### config.mk
export PLATFORM = sky130hd
export DESIGN_NAME = bst_tap
export DESIGN_NICKNAME = d
export VERILOG_FILES = /design/src/hw/bst_pkg.sv /design/src/hw/bst_tap.sv
export SDC_FILE = /design/constraint.sdc
export NUM_CORES = 1
export LEC_CHECK = 0
export BUFFER_PORTS_ARGS = -buffer_cell sky130_fd_sc_hd__buf_2
export CAP_MARGIN = 10
export CORE_ASPECT_RATIO = 0.9
export CORE_MARGIN = 8
export CORE_UTILIZATION = 58
export CTS_CLUSTER_SIZE = 28
export DETAILED_ROUTE_END_ITERATION = 8
export GPL_ROUTABILITY_DRIVEN = 0
export HOLD_SLACK_MARGIN = 0.06
export PLACE_DENSITY = 0.78
export SETUP_SLACK_MARGIN = 0.05
export SYNTH_ARGS = -nofsm -noshare
export SYNTH_HDL_FRONTEND = slang
export SYNTH_SLANG_ARGS = --single-unit
### constraint.sdc
create_clock -name ref_clk_i -period 2.64 [get_ports ref_clk_i]
set_clock_uncertainty 0.05 [all_clocks]
set_input_delay 0.132 -clock ref_clk_i [delete_from_list [all_inputs] [get_ports ref_clk_i]]
set_output_delay 0.132 -clock ref_clk_i [all_outputs]
set_load 0.02 [all_outputs]
### src/hw/bst_pkg.sv
package bst_pkg;

  // ----------------------------------------------------------------
  // Instruction register
  // ----------------------------------------------------------------
  localparam int          IR_WIDTH       = 4;
  localparam logic [3:0]  IR_EXTEST      = 4'h0;
  localparam logic [3:0]  IR_SAMPLE      = 4'h1;
  localparam logic [3:0]  IR_IDCODE      = 4'h2;
  localparam logic [3:0]  IR_HIGHZ       = 4'h4;
  localparam logic [3:0]  IR_BYPASS      = 4'hF;
  // Instruction loaded on controller reset
  localparam logic [3:0]  IR_RESET_VALUE = 4'h2;
  // Capture pattern, low two bits fixed at 01
  localparam logic [3:0]  IR_CAPTURE     = 4'h1;

  // ----------------------------------------------------------------
  // Identification register fields
  // ----------------------------------------------------------------
  localparam int          ID_WIDTH       = 32;
  localparam int          ID_VER_LSB     = 28;
  localparam int          ID_PART_LSB    = 12;
  localparam int          ID_MFR_LSB     = 1;

  // ----------------------------------------------------------------
  // Controller states and helper counts
  // ----------------------------------------------------------------
  typedef enum logic [3:0] {
    ST_TLR, ST_RTI, ST_SEL_DR, ST_CAP_DR, ST_SHF_DR, ST_EX1_DR, ST_PAU_DR, ST_EX2_DR,
    ST_UPD_DR, ST_SEL_IR, ST_CAP_IR, ST_SHF_IR, ST_EX1_IR, ST_PAU_IR, ST_EX2_IR, ST_UPD_IR
  } bst_state_t;

  localparam int          SYNC_STAGES    = 2;

endpackage

### src/hw/bst_tap.sv
// Function
// - Five TMS-high edges reach Test-Logic-Reset
// - No self reset at power-up
// - State changes on rising TCK by TMS
// - Test-Logic-Reset disables test logic
// - Run-Test-Idle active only if instruction needs
// - Select states branch on TMS
// - Capture-IR loads pattern ending 01
// - Shift-IR shifts TDI through to TDO
// - Exit1-IR picks Pause or Update; pause holds
// - Exit2-IR returns to Shift or Update
// - Update-IR latches instruction on falling TCK
// - Capture-DR loads selected data register
// - Data path mirrors instruction path
// - Four test inputs, one serial output
// - Port ignores TCK, TMS and TDI during power down; TRST still resets
// - Four-bit instruction code decode
// - Bypass captures zero in Capture-DR
// - 32-bit read-only identification register
// - High-impedance disables outputs, selects bypass
`timescale 1ns/1ps
`default_nettype none

module bst_tap #(
  parameter int          BSR_LEN = 8,
  parameter logic [3:0]  ID_VER  = 4'h0,   // Arbitrary value
  parameter logic [15:0] ID_PART = 16'h0001, // Arbitrary value
  parameter logic [10:0] ID_MFR  = 11'h001  // Arbitrary value
) (
  input  wire logic               ref_clk_i,
  input  wire logic               sys_rst_i,
  input  wire logic               tck_i,
  input  wire logic               tms_i,
  input  wire logic               tdi_i,
  input  wire logic               trst_n_i,
  input  wire logic               power_down_input_i,
  input  wire logic [BSR_LEN-1:0] pins_in_i,
  output logic                    tdo_o,
  output logic                    tdo_oe_o,
  output logic [BSR_LEN-1:0]      bsr_drive_o,
  output logic                    extest_o,
  output logic                    outputs_off_o,
  output logic                    test_active_o,
  output logic [3:0]              instr_o,
  output logic [3:0]              state_o
);

  // ----------------------------------------------------------------
  // Elaboration checks
  // ----------------------------------------------------------------
  // The shift path needs at least one boundary cell
  if (BSR_LEN < 1) begin : g_bad_bsr_len
    $error("BSR_LEN must be at least 1");
  end
  // The synchroniser slices below assume exactly two stages
  if (bst_pkg::SYNC_STAGES != 2) begin : g_bad_sync
    $error("SYNC_STAGES must be 2");
  end
  // Identification fields must tile the word with bit 0 left for the marker
  if (bst_pkg::ID_WIDTH != 32 || bst_pkg::ID_VER_LSB != 28 ||
      bst_pkg::ID_PART_LSB != 12 || bst_pkg::ID_MFR_LSB != 1) begin : g_bad_id
    $error("identification field layout does not match the parameters");
  end
  // Instruction codes are decoded as four-bit values
  if (bst_pkg::IR_WIDTH != 4) begin : g_bad_ir
    $error("IR_WIDTH must be 4");
  end

  // ----------------------------------------------------------------
  // Types
  // ----------------------------------------------------------------
  typedef struct packed {
    // Two-stage synchronisers for every pin
    logic [bst_pkg::SYNC_STAGES-1:0] tck_s;
    logic [bst_pkg::SYNC_STAGES-1:0] tms_s;
    logic [bst_pkg::SYNC_STAGES-1:0] tdi_s;
    logic [bst_pkg::SYNC_STAGES-1:0] trst_s;
    logic [bst_pkg::SYNC_STAGES-1:0] pd_s;
    logic [BSR_LEN-1:0]              pins_s0;
    logic [BSR_LEN-1:0]              pins_s1;
    // Last synchronised TCK level, for edge detection
    logic                            tck_d;
    // Controller and instruction path
    bst_pkg::bst_state_t             state;
    logic [3:0]                      ir_shift;
    logic [3:0]                      ir;
    // Data registers
    logic                            bypass;
    logic [31:0]                     id_shift;
    logic [BSR_LEN-1:0]              bsr_shift;
    logic [BSR_LEN-1:0]              bsr_upd;
    // Serial output stage
    logic                            tdo;
    logic                            tdo_oe;
  } bst_regs_t;

  bst_regs_t r;
  bst_regs_t next_r;

  // ----------------------------------------------------------------
  // Decode helpers
  // ----------------------------------------------------------------
  // instruction decode
  // Unlisted codes fall through to the bypass stage
  function automatic logic sel_bsr(input logic [3:0] ins);
    return (ins == bst_pkg::IR_EXTEST) || (ins == bst_pkg::IR_SAMPLE);
  endfunction

  function automatic logic sel_id(input logic [3:0] ins);
    return ins == bst_pkg::IR_IDCODE;
  endfunction

  // fixed identification word, marker bit set
  // Bit 0 is the marker that tells this word from a bypass zero
  function automatic logic [31:0] make_id();
    logic [31:0] w;
    w = 32'h0000_0001;
    w[bst_pkg::ID_VER_LSB +: 4]   = ID_VER;
    w[bst_pkg::ID_PART_LSB +: 16] = ID_PART;
    w[bst_pkg::ID_MFR_LSB +: 11]  = ID_MFR;
    return w;
  endfunction

  // Serial bit of the data register that the instruction selects
  function automatic logic dr_out(input bst_regs_t s);
    if (sel_bsr(s.ir)) begin
      return s.bsr_shift[0];
    end else if (sel_id(s.ir)) begin
      return s.id_shift[0];
    end
    // bypass for HIGHZ and unknown codes
    return s.bypass;
  endfunction

  // next state by TMS
  // Every state takes a TMS-high path toward reset, so five ones always end there
  function automatic bst_pkg::bst_state_t nxt(input bst_pkg::bst_state_t s, input logic m);
    case (s)
      bst_pkg::ST_TLR:    return m ? bst_pkg::ST_TLR    : bst_pkg::ST_RTI;
      bst_pkg::ST_RTI:    return m ? bst_pkg::ST_SEL_DR : bst_pkg::ST_RTI;
      bst_pkg::ST_SEL_DR: return m ? bst_pkg::ST_SEL_IR : bst_pkg::ST_CAP_DR;
      bst_pkg::ST_CAP_DR: return m ? bst_pkg::ST_EX1_DR : bst_pkg::ST_SHF_DR;
      bst_pkg::ST_SHF_DR: return m ? bst_pkg::ST_EX1_DR : bst_pkg::ST_SHF_DR;
      bst_pkg::ST_EX1_DR: return m ? bst_pkg::ST_UPD_DR : bst_pkg::ST_PAU_DR;
      bst_pkg::ST_PAU_DR: return m ? bst_pkg::ST_EX2_DR : bst_pkg::ST_PAU_DR;
      bst_pkg::ST_EX2_DR: return m ? bst_pkg::ST_UPD_DR : bst_pkg::ST_SHF_DR;
      bst_pkg::ST_UPD_DR: return m ? bst_pkg::ST_SEL_DR : bst_pkg::ST_RTI;
      bst_pkg::ST_SEL_IR: return m ? bst_pkg::ST_TLR    : bst_pkg::ST_CAP_IR;
      bst_pkg::ST_CAP_IR: return m ? bst_pkg::ST_EX1_IR : bst_pkg::ST_SHF_IR;
      bst_pkg::ST_SHF_IR: return m ? bst_pkg::ST_EX1_IR : bst_pkg::ST_SHF_IR;
      bst_pkg::ST_EX1_IR: return m ? bst_pkg::ST_UPD_IR : bst_pkg::ST_PAU_IR;
      bst_pkg::ST_PAU_IR: return m ? bst_pkg::ST_EX2_IR : bst_pkg::ST_PAU_IR;
      bst_pkg::ST_EX2_IR: return m ? bst_pkg::ST_UPD_IR : bst_pkg::ST_SHF_IR;
      bst_pkg::ST_UPD_IR: return m ? bst_pkg::ST_SEL_DR : bst_pkg::ST_RTI;
      default:            return bst_pkg::ST_TLR;
    endcase
  endfunction

  // ----------------------------------------------------------------
  // Next-state logic
  // ----------------------------------------------------------------
  // Decoded each cycle from the synchronised pins
  logic tck_rise;
  logic tck_fall;
  logic tms;
  logic tdi;
  logic pd;
  logic [31:0] id_word;

  assign id_word = make_id();

  always_comb begin
    next_r = r;
    // ----------------------------------------------------------------
    // Synchronisers and edge detection
    // ----------------------------------------------------------------
    // Only the last stage of each synchroniser is read by logic
    next_r.tck_s  = {r.tck_s[0], tck_i};
    next_r.tms_s  = {r.tms_s[0], tms_i};
    next_r.tdi_s  = {r.tdi_s[0], tdi_i};
    next_r.trst_s = {r.trst_s[0], trst_n_i};
    next_r.pd_s   = {r.pd_s[0], power_down_input_i};
    // Pin levels settle through two stages before capture
    next_r.pins_s0 = pins_in_i;
    next_r.pins_s1 = r.pins_s0;
    // A TCK glitch shorter than a clock can be missed; TCK must stay slow
    next_r.tck_d  = r.tck_s[1];
    tms      = r.tms_s[1];
    tdi      = r.tdi_s[1];
    pd       = r.pd_s[1];
    tck_rise = r.tck_s[1] & ~r.tck_d & ~pd;
    tck_fall = ~r.tck_s[1] & r.tck_d & ~pd;

    // ----------------------------------------------------------------
    // Capture and shift on detected TCK rise
    // ----------------------------------------------------------------
    if (tck_rise) begin
      next_r.state = nxt(r.state, tms);
      case (r.state)
        bst_pkg::ST_CAP_IR: next_r.ir_shift = bst_pkg::IR_CAPTURE;
        // shift instruction stages
        // LSB leaves first on TDO; new bits enter at the top
        bst_pkg::ST_SHF_IR: next_r.ir_shift = {tdi, r.ir_shift[3:1]};
        bst_pkg::ST_CAP_DR: begin
          if (sel_bsr(r.ir)) begin
            next_r.bsr_shift = r.pins_s1;
          end else if (sel_id(r.ir)) begin
            next_r.id_shift = id_word;
          end else begin
            next_r.bypass = 1'b0;
          end
        end
        bst_pkg::ST_SHF_DR: begin
          if (sel_bsr(r.ir)) begin
            next_r.bsr_shift = {tdi, r.bsr_shift[BSR_LEN-1:1]};
          end else if (sel_id(r.ir)) begin
            next_r.id_shift = {tdi, r.id_shift[31:1]};
          end else begin
            next_r.bypass = tdi;
          end
        end
        default: begin
        end
      endcase
    end

    // ----------------------------------------------------------------
    // Serial output and update on detected TCK fall
    // ----------------------------------------------------------------
    if (tck_fall) begin
      // TDO changes on falling TCK so the tester samples it stable
      next_r.tdo_oe = (r.state == bst_pkg::ST_SHF_IR) || (r.state == bst_pkg::ST_SHF_DR);
      if (r.state == bst_pkg::ST_SHF_IR) begin
        next_r.tdo = r.ir_shift[0];
      end else begin
        next_r.tdo = dr_out(r);
      end
      if (r.state == bst_pkg::ST_UPD_IR) begin
        next_r.ir = r.ir_shift;
      end
      // Boundary cells change only at the end of an update
      if (r.state == bst_pkg::ST_UPD_DR && sel_bsr(r.ir)) begin
        next_r.bsr_upd = r.bsr_shift;
      end
      if (r.state == bst_pkg::ST_TLR) begin
        next_r.ir = bst_pkg::IR_RESET_VALUE;
      end
    end

    // ----------------------------------------------------------------
    // Test reset
    // ----------------------------------------------------------------
    // Checked last so it overrides any TCK edge in the same cycle
    // test reset forces reset state
    if (!r.trst_s[1]) begin
      next_r.state  = bst_pkg::ST_TLR;
      next_r.ir     = bst_pkg::IR_RESET_VALUE;
      next_r.tdo_oe = 1'b0;
    end
  end

  // ----------------------------------------------------------------
  // Registers
  // ----------------------------------------------------------------
  // only the system reset initialises; it also forces Test-Logic-Reset and IR_RESET_VALUE
  // Synchroniser flops start at idle levels so no false edge follows reset
  always_ff @(posedge ref_clk_i) begin
    if (sys_rst_i) begin
      r          <= '0;
      r.trst_s   <= 2'h3;
      r.state    <= bst_pkg::ST_TLR;
      r.ir       <= bst_pkg::IR_RESET_VALUE;
    end else begin
      r <= next_r;
    end
  end

  // ----------------------------------------------------------------
  // Outputs
  // ----------------------------------------------------------------
  // Output enable is cut at once in power down, ahead of the next fall
  // single serial output, driven only while shifting
  assign tdo_o         = r.tdo;
  assign tdo_oe_o      = r.tdo_oe & ~r.pd_s[1];
  assign bsr_drive_o   = r.bsr_upd;
  // test modes only away from reset state
  assign extest_o      = (r.ir == bst_pkg::IR_EXTEST) && (r.state != bst_pkg::ST_TLR);
  assign outputs_off_o = (r.ir == bst_pkg::IR_HIGHZ) && (r.state != bst_pkg::ST_TLR);
  // idle test logic unless instruction needs it
  assign test_active_o = (r.state == bst_pkg::ST_RTI) && (extest_o || outputs_off_o);
  assign instr_o       = r.ir;
  assign state_o       = r.state;

endmodule

`default_nettype wire

[Word level (Yosys, flattened, before mapping)]
Index checks and enable logic that the tools add are counted.
Cells by class
  magnitude comparators: 0
  reductions and logical operators: 23
  equality and inequality tests: 26
  $mul: 0
  bitwise logic cells: 9
  shift-type cells: 0
  add/subtract/negate cells: 0
  mux-type cells: 33
  div/mod/pow operators: 0
Operators by type and width (count)
  41-bit one-hot mux with 2 select lines: 1
  33-bit 2-to-1 mux: 2
  32-bit 2-to-1 mux: 2
  4-bit one-hot mux with 12 select lines: 1
  4-bit == test (second input constant): 8
  4-bit 2-to-1 mux: 6
  4-bit by 3-bit == test with 1-bit output (second input constant): 5
  8-bit 2-to-1 mux: 2
  2-bit != test (second input constant): 8
  1-bit 2-to-1 mux: 13
  4-bit by 2-bit == test with 1-bit output (second input constant): 3
  6-bit AND reduction: 2
  4-bit by 1-bit == test with 1-bit output (second input constant): 2
  4-bit zero test: 2
  4-bit one-hot mux with 2 select lines: 1
  2-bit 2-to-1 mux: 3
  3-bit 2-to-1 mux: 2
  2-bit AND reduction: 3
  2-bit nonzero test: 3
  2-bit OR reduction: 3
  1-bit AND: 5
  1-bit logical AND: 4
  1-bit NOT: 4
  4-bit AND reduction: 1
  3 further kinds: 5
Word-level totals
  output and inout bits: 21
  ROM bits: 0
  memories: 0
  word-level logic and storage cells: 108
  bits of input ports: 15
  latch bits: 0
  memory bits (writable): 0
  register bits: 90

[Logic depth before layout (Yosys ltp)]
  word-level depth: 7
  depth in mapped cells: 6

[Least setup slack after synthesis]
OpenSTA, ideal clock, no wires.
  path kind: register to output
  from: register r (netlist bit state_o[0])
  to: output port test_active_o
  data arrival time: 1769 ps
  slack: 689 ps
  stages on the path, launching flop included: 5
  data required time: 2458 ps
  cell sequence: dfxtp_1 -> buf_2 -> nor4_1 -> nor3_1 -> o211a_1
On the way
  longest elaborated chain between the ends: 4
  elaborated cells on any way between the ends: 6
  classes of those cells: eq/ne (1); reduce/logical (5)
RTL lines
  start: declaration: line bst_tap.sv:97  | bst_regs_t r;
  start signal: assignment: line bst_tap.sv:274  | r <= next_r;
  4-bit nonzero test: line bst_tap.sv:287  | assign extest_o = (r.ir == bst_pkg::IR_EXTEST) && (r.state != bst_pkg::ST_TLR);
  1-bit logical AND: line bst_tap.sv:287
  net extest_o: line bst_tap.sv:41  | output logic extest_o,
  1-bit logical OR: line bst_tap.sv:290  | assign test_active_o = (r.state == bst_pkg::ST_RTI) && (extest_o || outputs_off_o);
  1-bit logical AND: line bst_tap.sv:290
  end: declaration: line bst_tap.sv:43  | output logic test_active_o,
The timed path passes the listed nets, and every way through them passes these cells.

[Worst setup path in the final report]
  from: register r (netlist bit instr_o[1])
  to: register r[49] in the netlist's numbering
On the way
  longest elaborated chain between the ends: 4
  elaborated cells on any way between the ends: 9
  classes of those cells: eq/ne (6); reduce/logical (3)
RTL lines
  4-bit by 1-bit == test with 1-bit output or 4-bit zero test (tied branches): line bst_tap.sv:106  | return (ins == bst_pkg::IR_EXTEST) || (ins == bst_pkg::IR_SAMPLE);
  1-bit logical OR: line bst_tap.sv:106
  2-bit != test (no source line)
  6-bit AND reduction (no source line) (*)
Mark *: on every way between the ends. The rest lies on a longest branch, timed or not.
A chain may end at the register's enable or synchronous reset.

==> results.md <==
- # fillers: 509
- Max stage delay on crit path: 0.59 ns
- Synthesized flop and latch total: 90
- PD cells: 592 nW/um^2
- Row Count: 27
- TritonCTS buffer count: 9
- Cell Chain, Critical Path: or4b_4 -> a2111o_1 -> buf_4 -> nand2_1 -> a21oi_1
- Grt ovf: 0
- Top area cells in the synthesized netlist: dfxtp_1, nor2b_1, mux2i_1
- Slew Limit Fails: 0
- EDFF count, synth: 0
- Synth warnings: 0
- Worst Hold Class: input pin to flip-flop
- Clock latency on the worst-skew pair: 0.36 ns
- Critical Path Start Type: flip-flop
- Largest net degree at the start of global routing: 82
- Largest area contributor in the netlist: dfxtp_1
- Min cycle time layout: 2.20 ns
- Outcome: complete, no violations
- Slowest cell on the critical path: a2111o_1
- Most common cell after layout, fill and taps aside: dfxtp_1
- Post-DP HPWL: 4.59 mm
- Setup Crit Path Kind: flip-flop to flip-flop
- Drt initial violations: 169
- CP endpoint kind: flip-flop
- Initial antenna violation count: 0
- Least-Margin Pin Slew: 0.800 ns
- Asr flop ratio synth: 0%
- Setup Fix Bufs, Post-CTS: 0
- Max-cap violations: 0
- VDD IR max: 0.000390 V
- Worst Path Arrival: 2.36 ns
- Crit-path max FO: 19
- Post-synthesis area per instance: 9.09 sq um
- CTS Hold Buffers Added: 13
- Placed insts: 498
- Tot Pwr: 2.47 mW
- Post-Syn Instances: 409
- First-pass GRT wire length: 12.6 mm
- Wirelength per Cell: 13.6 microns
- Root Buffer: clkbuf_8
- Via/cell ratio: 5.37
- WL final: 7.18 mm
- Endpoints failing setup: 0
- CTS tree: done
- Proportion of layout cells with a drive suffix above 1: 18.4%
- H-tree Lvls: 3
- Antenna Nets Post-Route: 0
- Lkg Pwr: 1.53 nW
- Synth-to-Final Area Change: 12.3%
- Initial DRT Pass Iterations: 4
- Yosys top cell area share: 48.5%
- Setup TNS: 0 ns
- GR Util All Layers: 16.6%
- Cell family with most CP delay: compound AO/OA/AOI/OAI gates
- Post-Layout Cell Count: 527
- Fin crit share: 83.2%
- Fin nets: 450
- Register area share after synthesis: 48.5%
- CP Buf/Inv Count: 1
- Ports: 36
- Number of global-route vias before repair: 2624
- Worst slew margin: 46.7%
- Total number of vias: 2828
- Reg clk slew, reported paths: 0.09 ns
- Worst path required time: 2.81 ns
- Area of the die: 9230 sq um
- PortBufs: 35
- Drt drc: 0
- Die span in x: 100 microns
- Syn_nets: 424
- Core Region: 6150 sq um
- Post_cts resized: 0
- Initial core utilization: 60.4%
- Maximum clock frequency: 455 MHz
- Vert. Die Dim: 91.9 microns
- Post-Syn Area: 3720 sq um
- Clock Sinks: 90
- Ant diodes: 0
- Top FF cell, synth: dfxtp_1
- Most frequent cells in the layout: dfxtp_1, nor2_1, nand2_1
- RSZ-0062 raised after global routing: false
- Hold Vio Cnt, Final: 0
- Post-synth cell types: 48
- Maximum root-to-sink buffer count: 2
## area by class of cell
class | instances | area [sq um] | area share [%]
inverters | 3 | 11.3 | 0.270
flip-flops and latches | 90 | 1800 | 43.2
multi-input cells | 268 | 1620 | 38.7
clock inverters | 7 | 93.8 | 2.25
clock buffers | 9 | 124 | 2.97
well taps | 87 | 109 | 2.61
repair buffers | 63 | 418 | 10.0
## cell usage after synthesis (3+ instances only)
library cell,n
buf_6,5
a21oi_1,34
a22oi_1,3
dfxtp_1,90
o21ai_0,7
nor2b_1,34
nor3_1,5
nor3b_1,3
inv_1,3
clkbuf_1,19
nand3_1,31
or2_2,3
a211oi_1,7
nor3_2,4
nor2_1,39
a311oi_1,5
buf_2,4
nand2_1,39
mux2i_1,18
buf_4,19
## report_power, final
part | leakage [nW] | total, mW | internal (mW) | switching, mW
Clock | 0.107 | 0.992 | 0.465 | 0.527
Sequential | 0.731 | 1.38 | 1.38 | 0.00800
Combinational | 0.695 | 0.0953 | 0.0450 | 0.0503
Total | 1.53 | 2.47 | 1.89 | 0.586
## worst min-delay path: cells and delay by family
kind | cells | cell delay, ns
AO/OA/AOI/OAI | 1 | 0.07
buffers and inverters | 1 | 0.10
AND/OR/NAND/NOR | 1 | 0.34
## final timing paths
kind | startpoint | endpoint | slack, ns | cells after the start
max reg2reg | instr_o[1]$_SDFFE_PP1P_ | r[49]$_SDFFE_PP0P_ | 0.44 | 5
min reg2reg | next_r[83]$_SDFF_PP1_ | r[83]$_SDFF_PP1_ | 0.37 | 1
min | sys_rst_i | state_o[1]$_SDFFE_PP0P_ | 0.27 | 3
max | instr_o[1]$_SDFFE_PP1P_ | r[49]$_SDFFE_PP0P_ | 0.44 | 5
## state kept, by name, summed over array words and instances, names as in the netlist
signal	cells
r	58
next_r	14
bsr_drive_o	8
instr_o	4
state_o	4
pd	1
tdo_o	1
## through the flow
step | utilization (%) | instance area [sq um] | worst slack (ns) | hold WS, ns
2_1_floorplan | - | 3720 | 0.689 | 0.186
3_3_place_gp | 62.2 | 3820 | 0.510 | 0.264
3_5_place_dp | 62.2 | 3820 | 0.469 | 0.266
4_1_cts | 67.9 | 4170 | 0.451 | 0.246
5_1_grt | 67.9 | 4170 | 0.294 | 0.290
6_report | 67.9 | 4170 | 0.444 | 0.273
## logic make-up (layout without fill, tap and decap cells)
kind of cell	count (synthesis)	in the layout	synth area share [%]
flops	90	90	48.5
simple gates	177	177	24.6
buf+inv	51	82	8.22
mux	18	18	4.85
compound gates	73	73	13.8
## layer usage
metal / GRT usage [%] / vias up / part of all wire (%) / wire length (microns)
met2: 24.6 / 66 / 46 / 3330
met4: 6.54 / 0 / 1.2 / 86
met5: 0 / - / 0 / 0
li1: - / 1443 / - / -
met3: 5.06 / 8 / 5.2 / 370
met1: 22.1 / 1311 / 47 / 3400
Power figures use the tool's default switching activity.
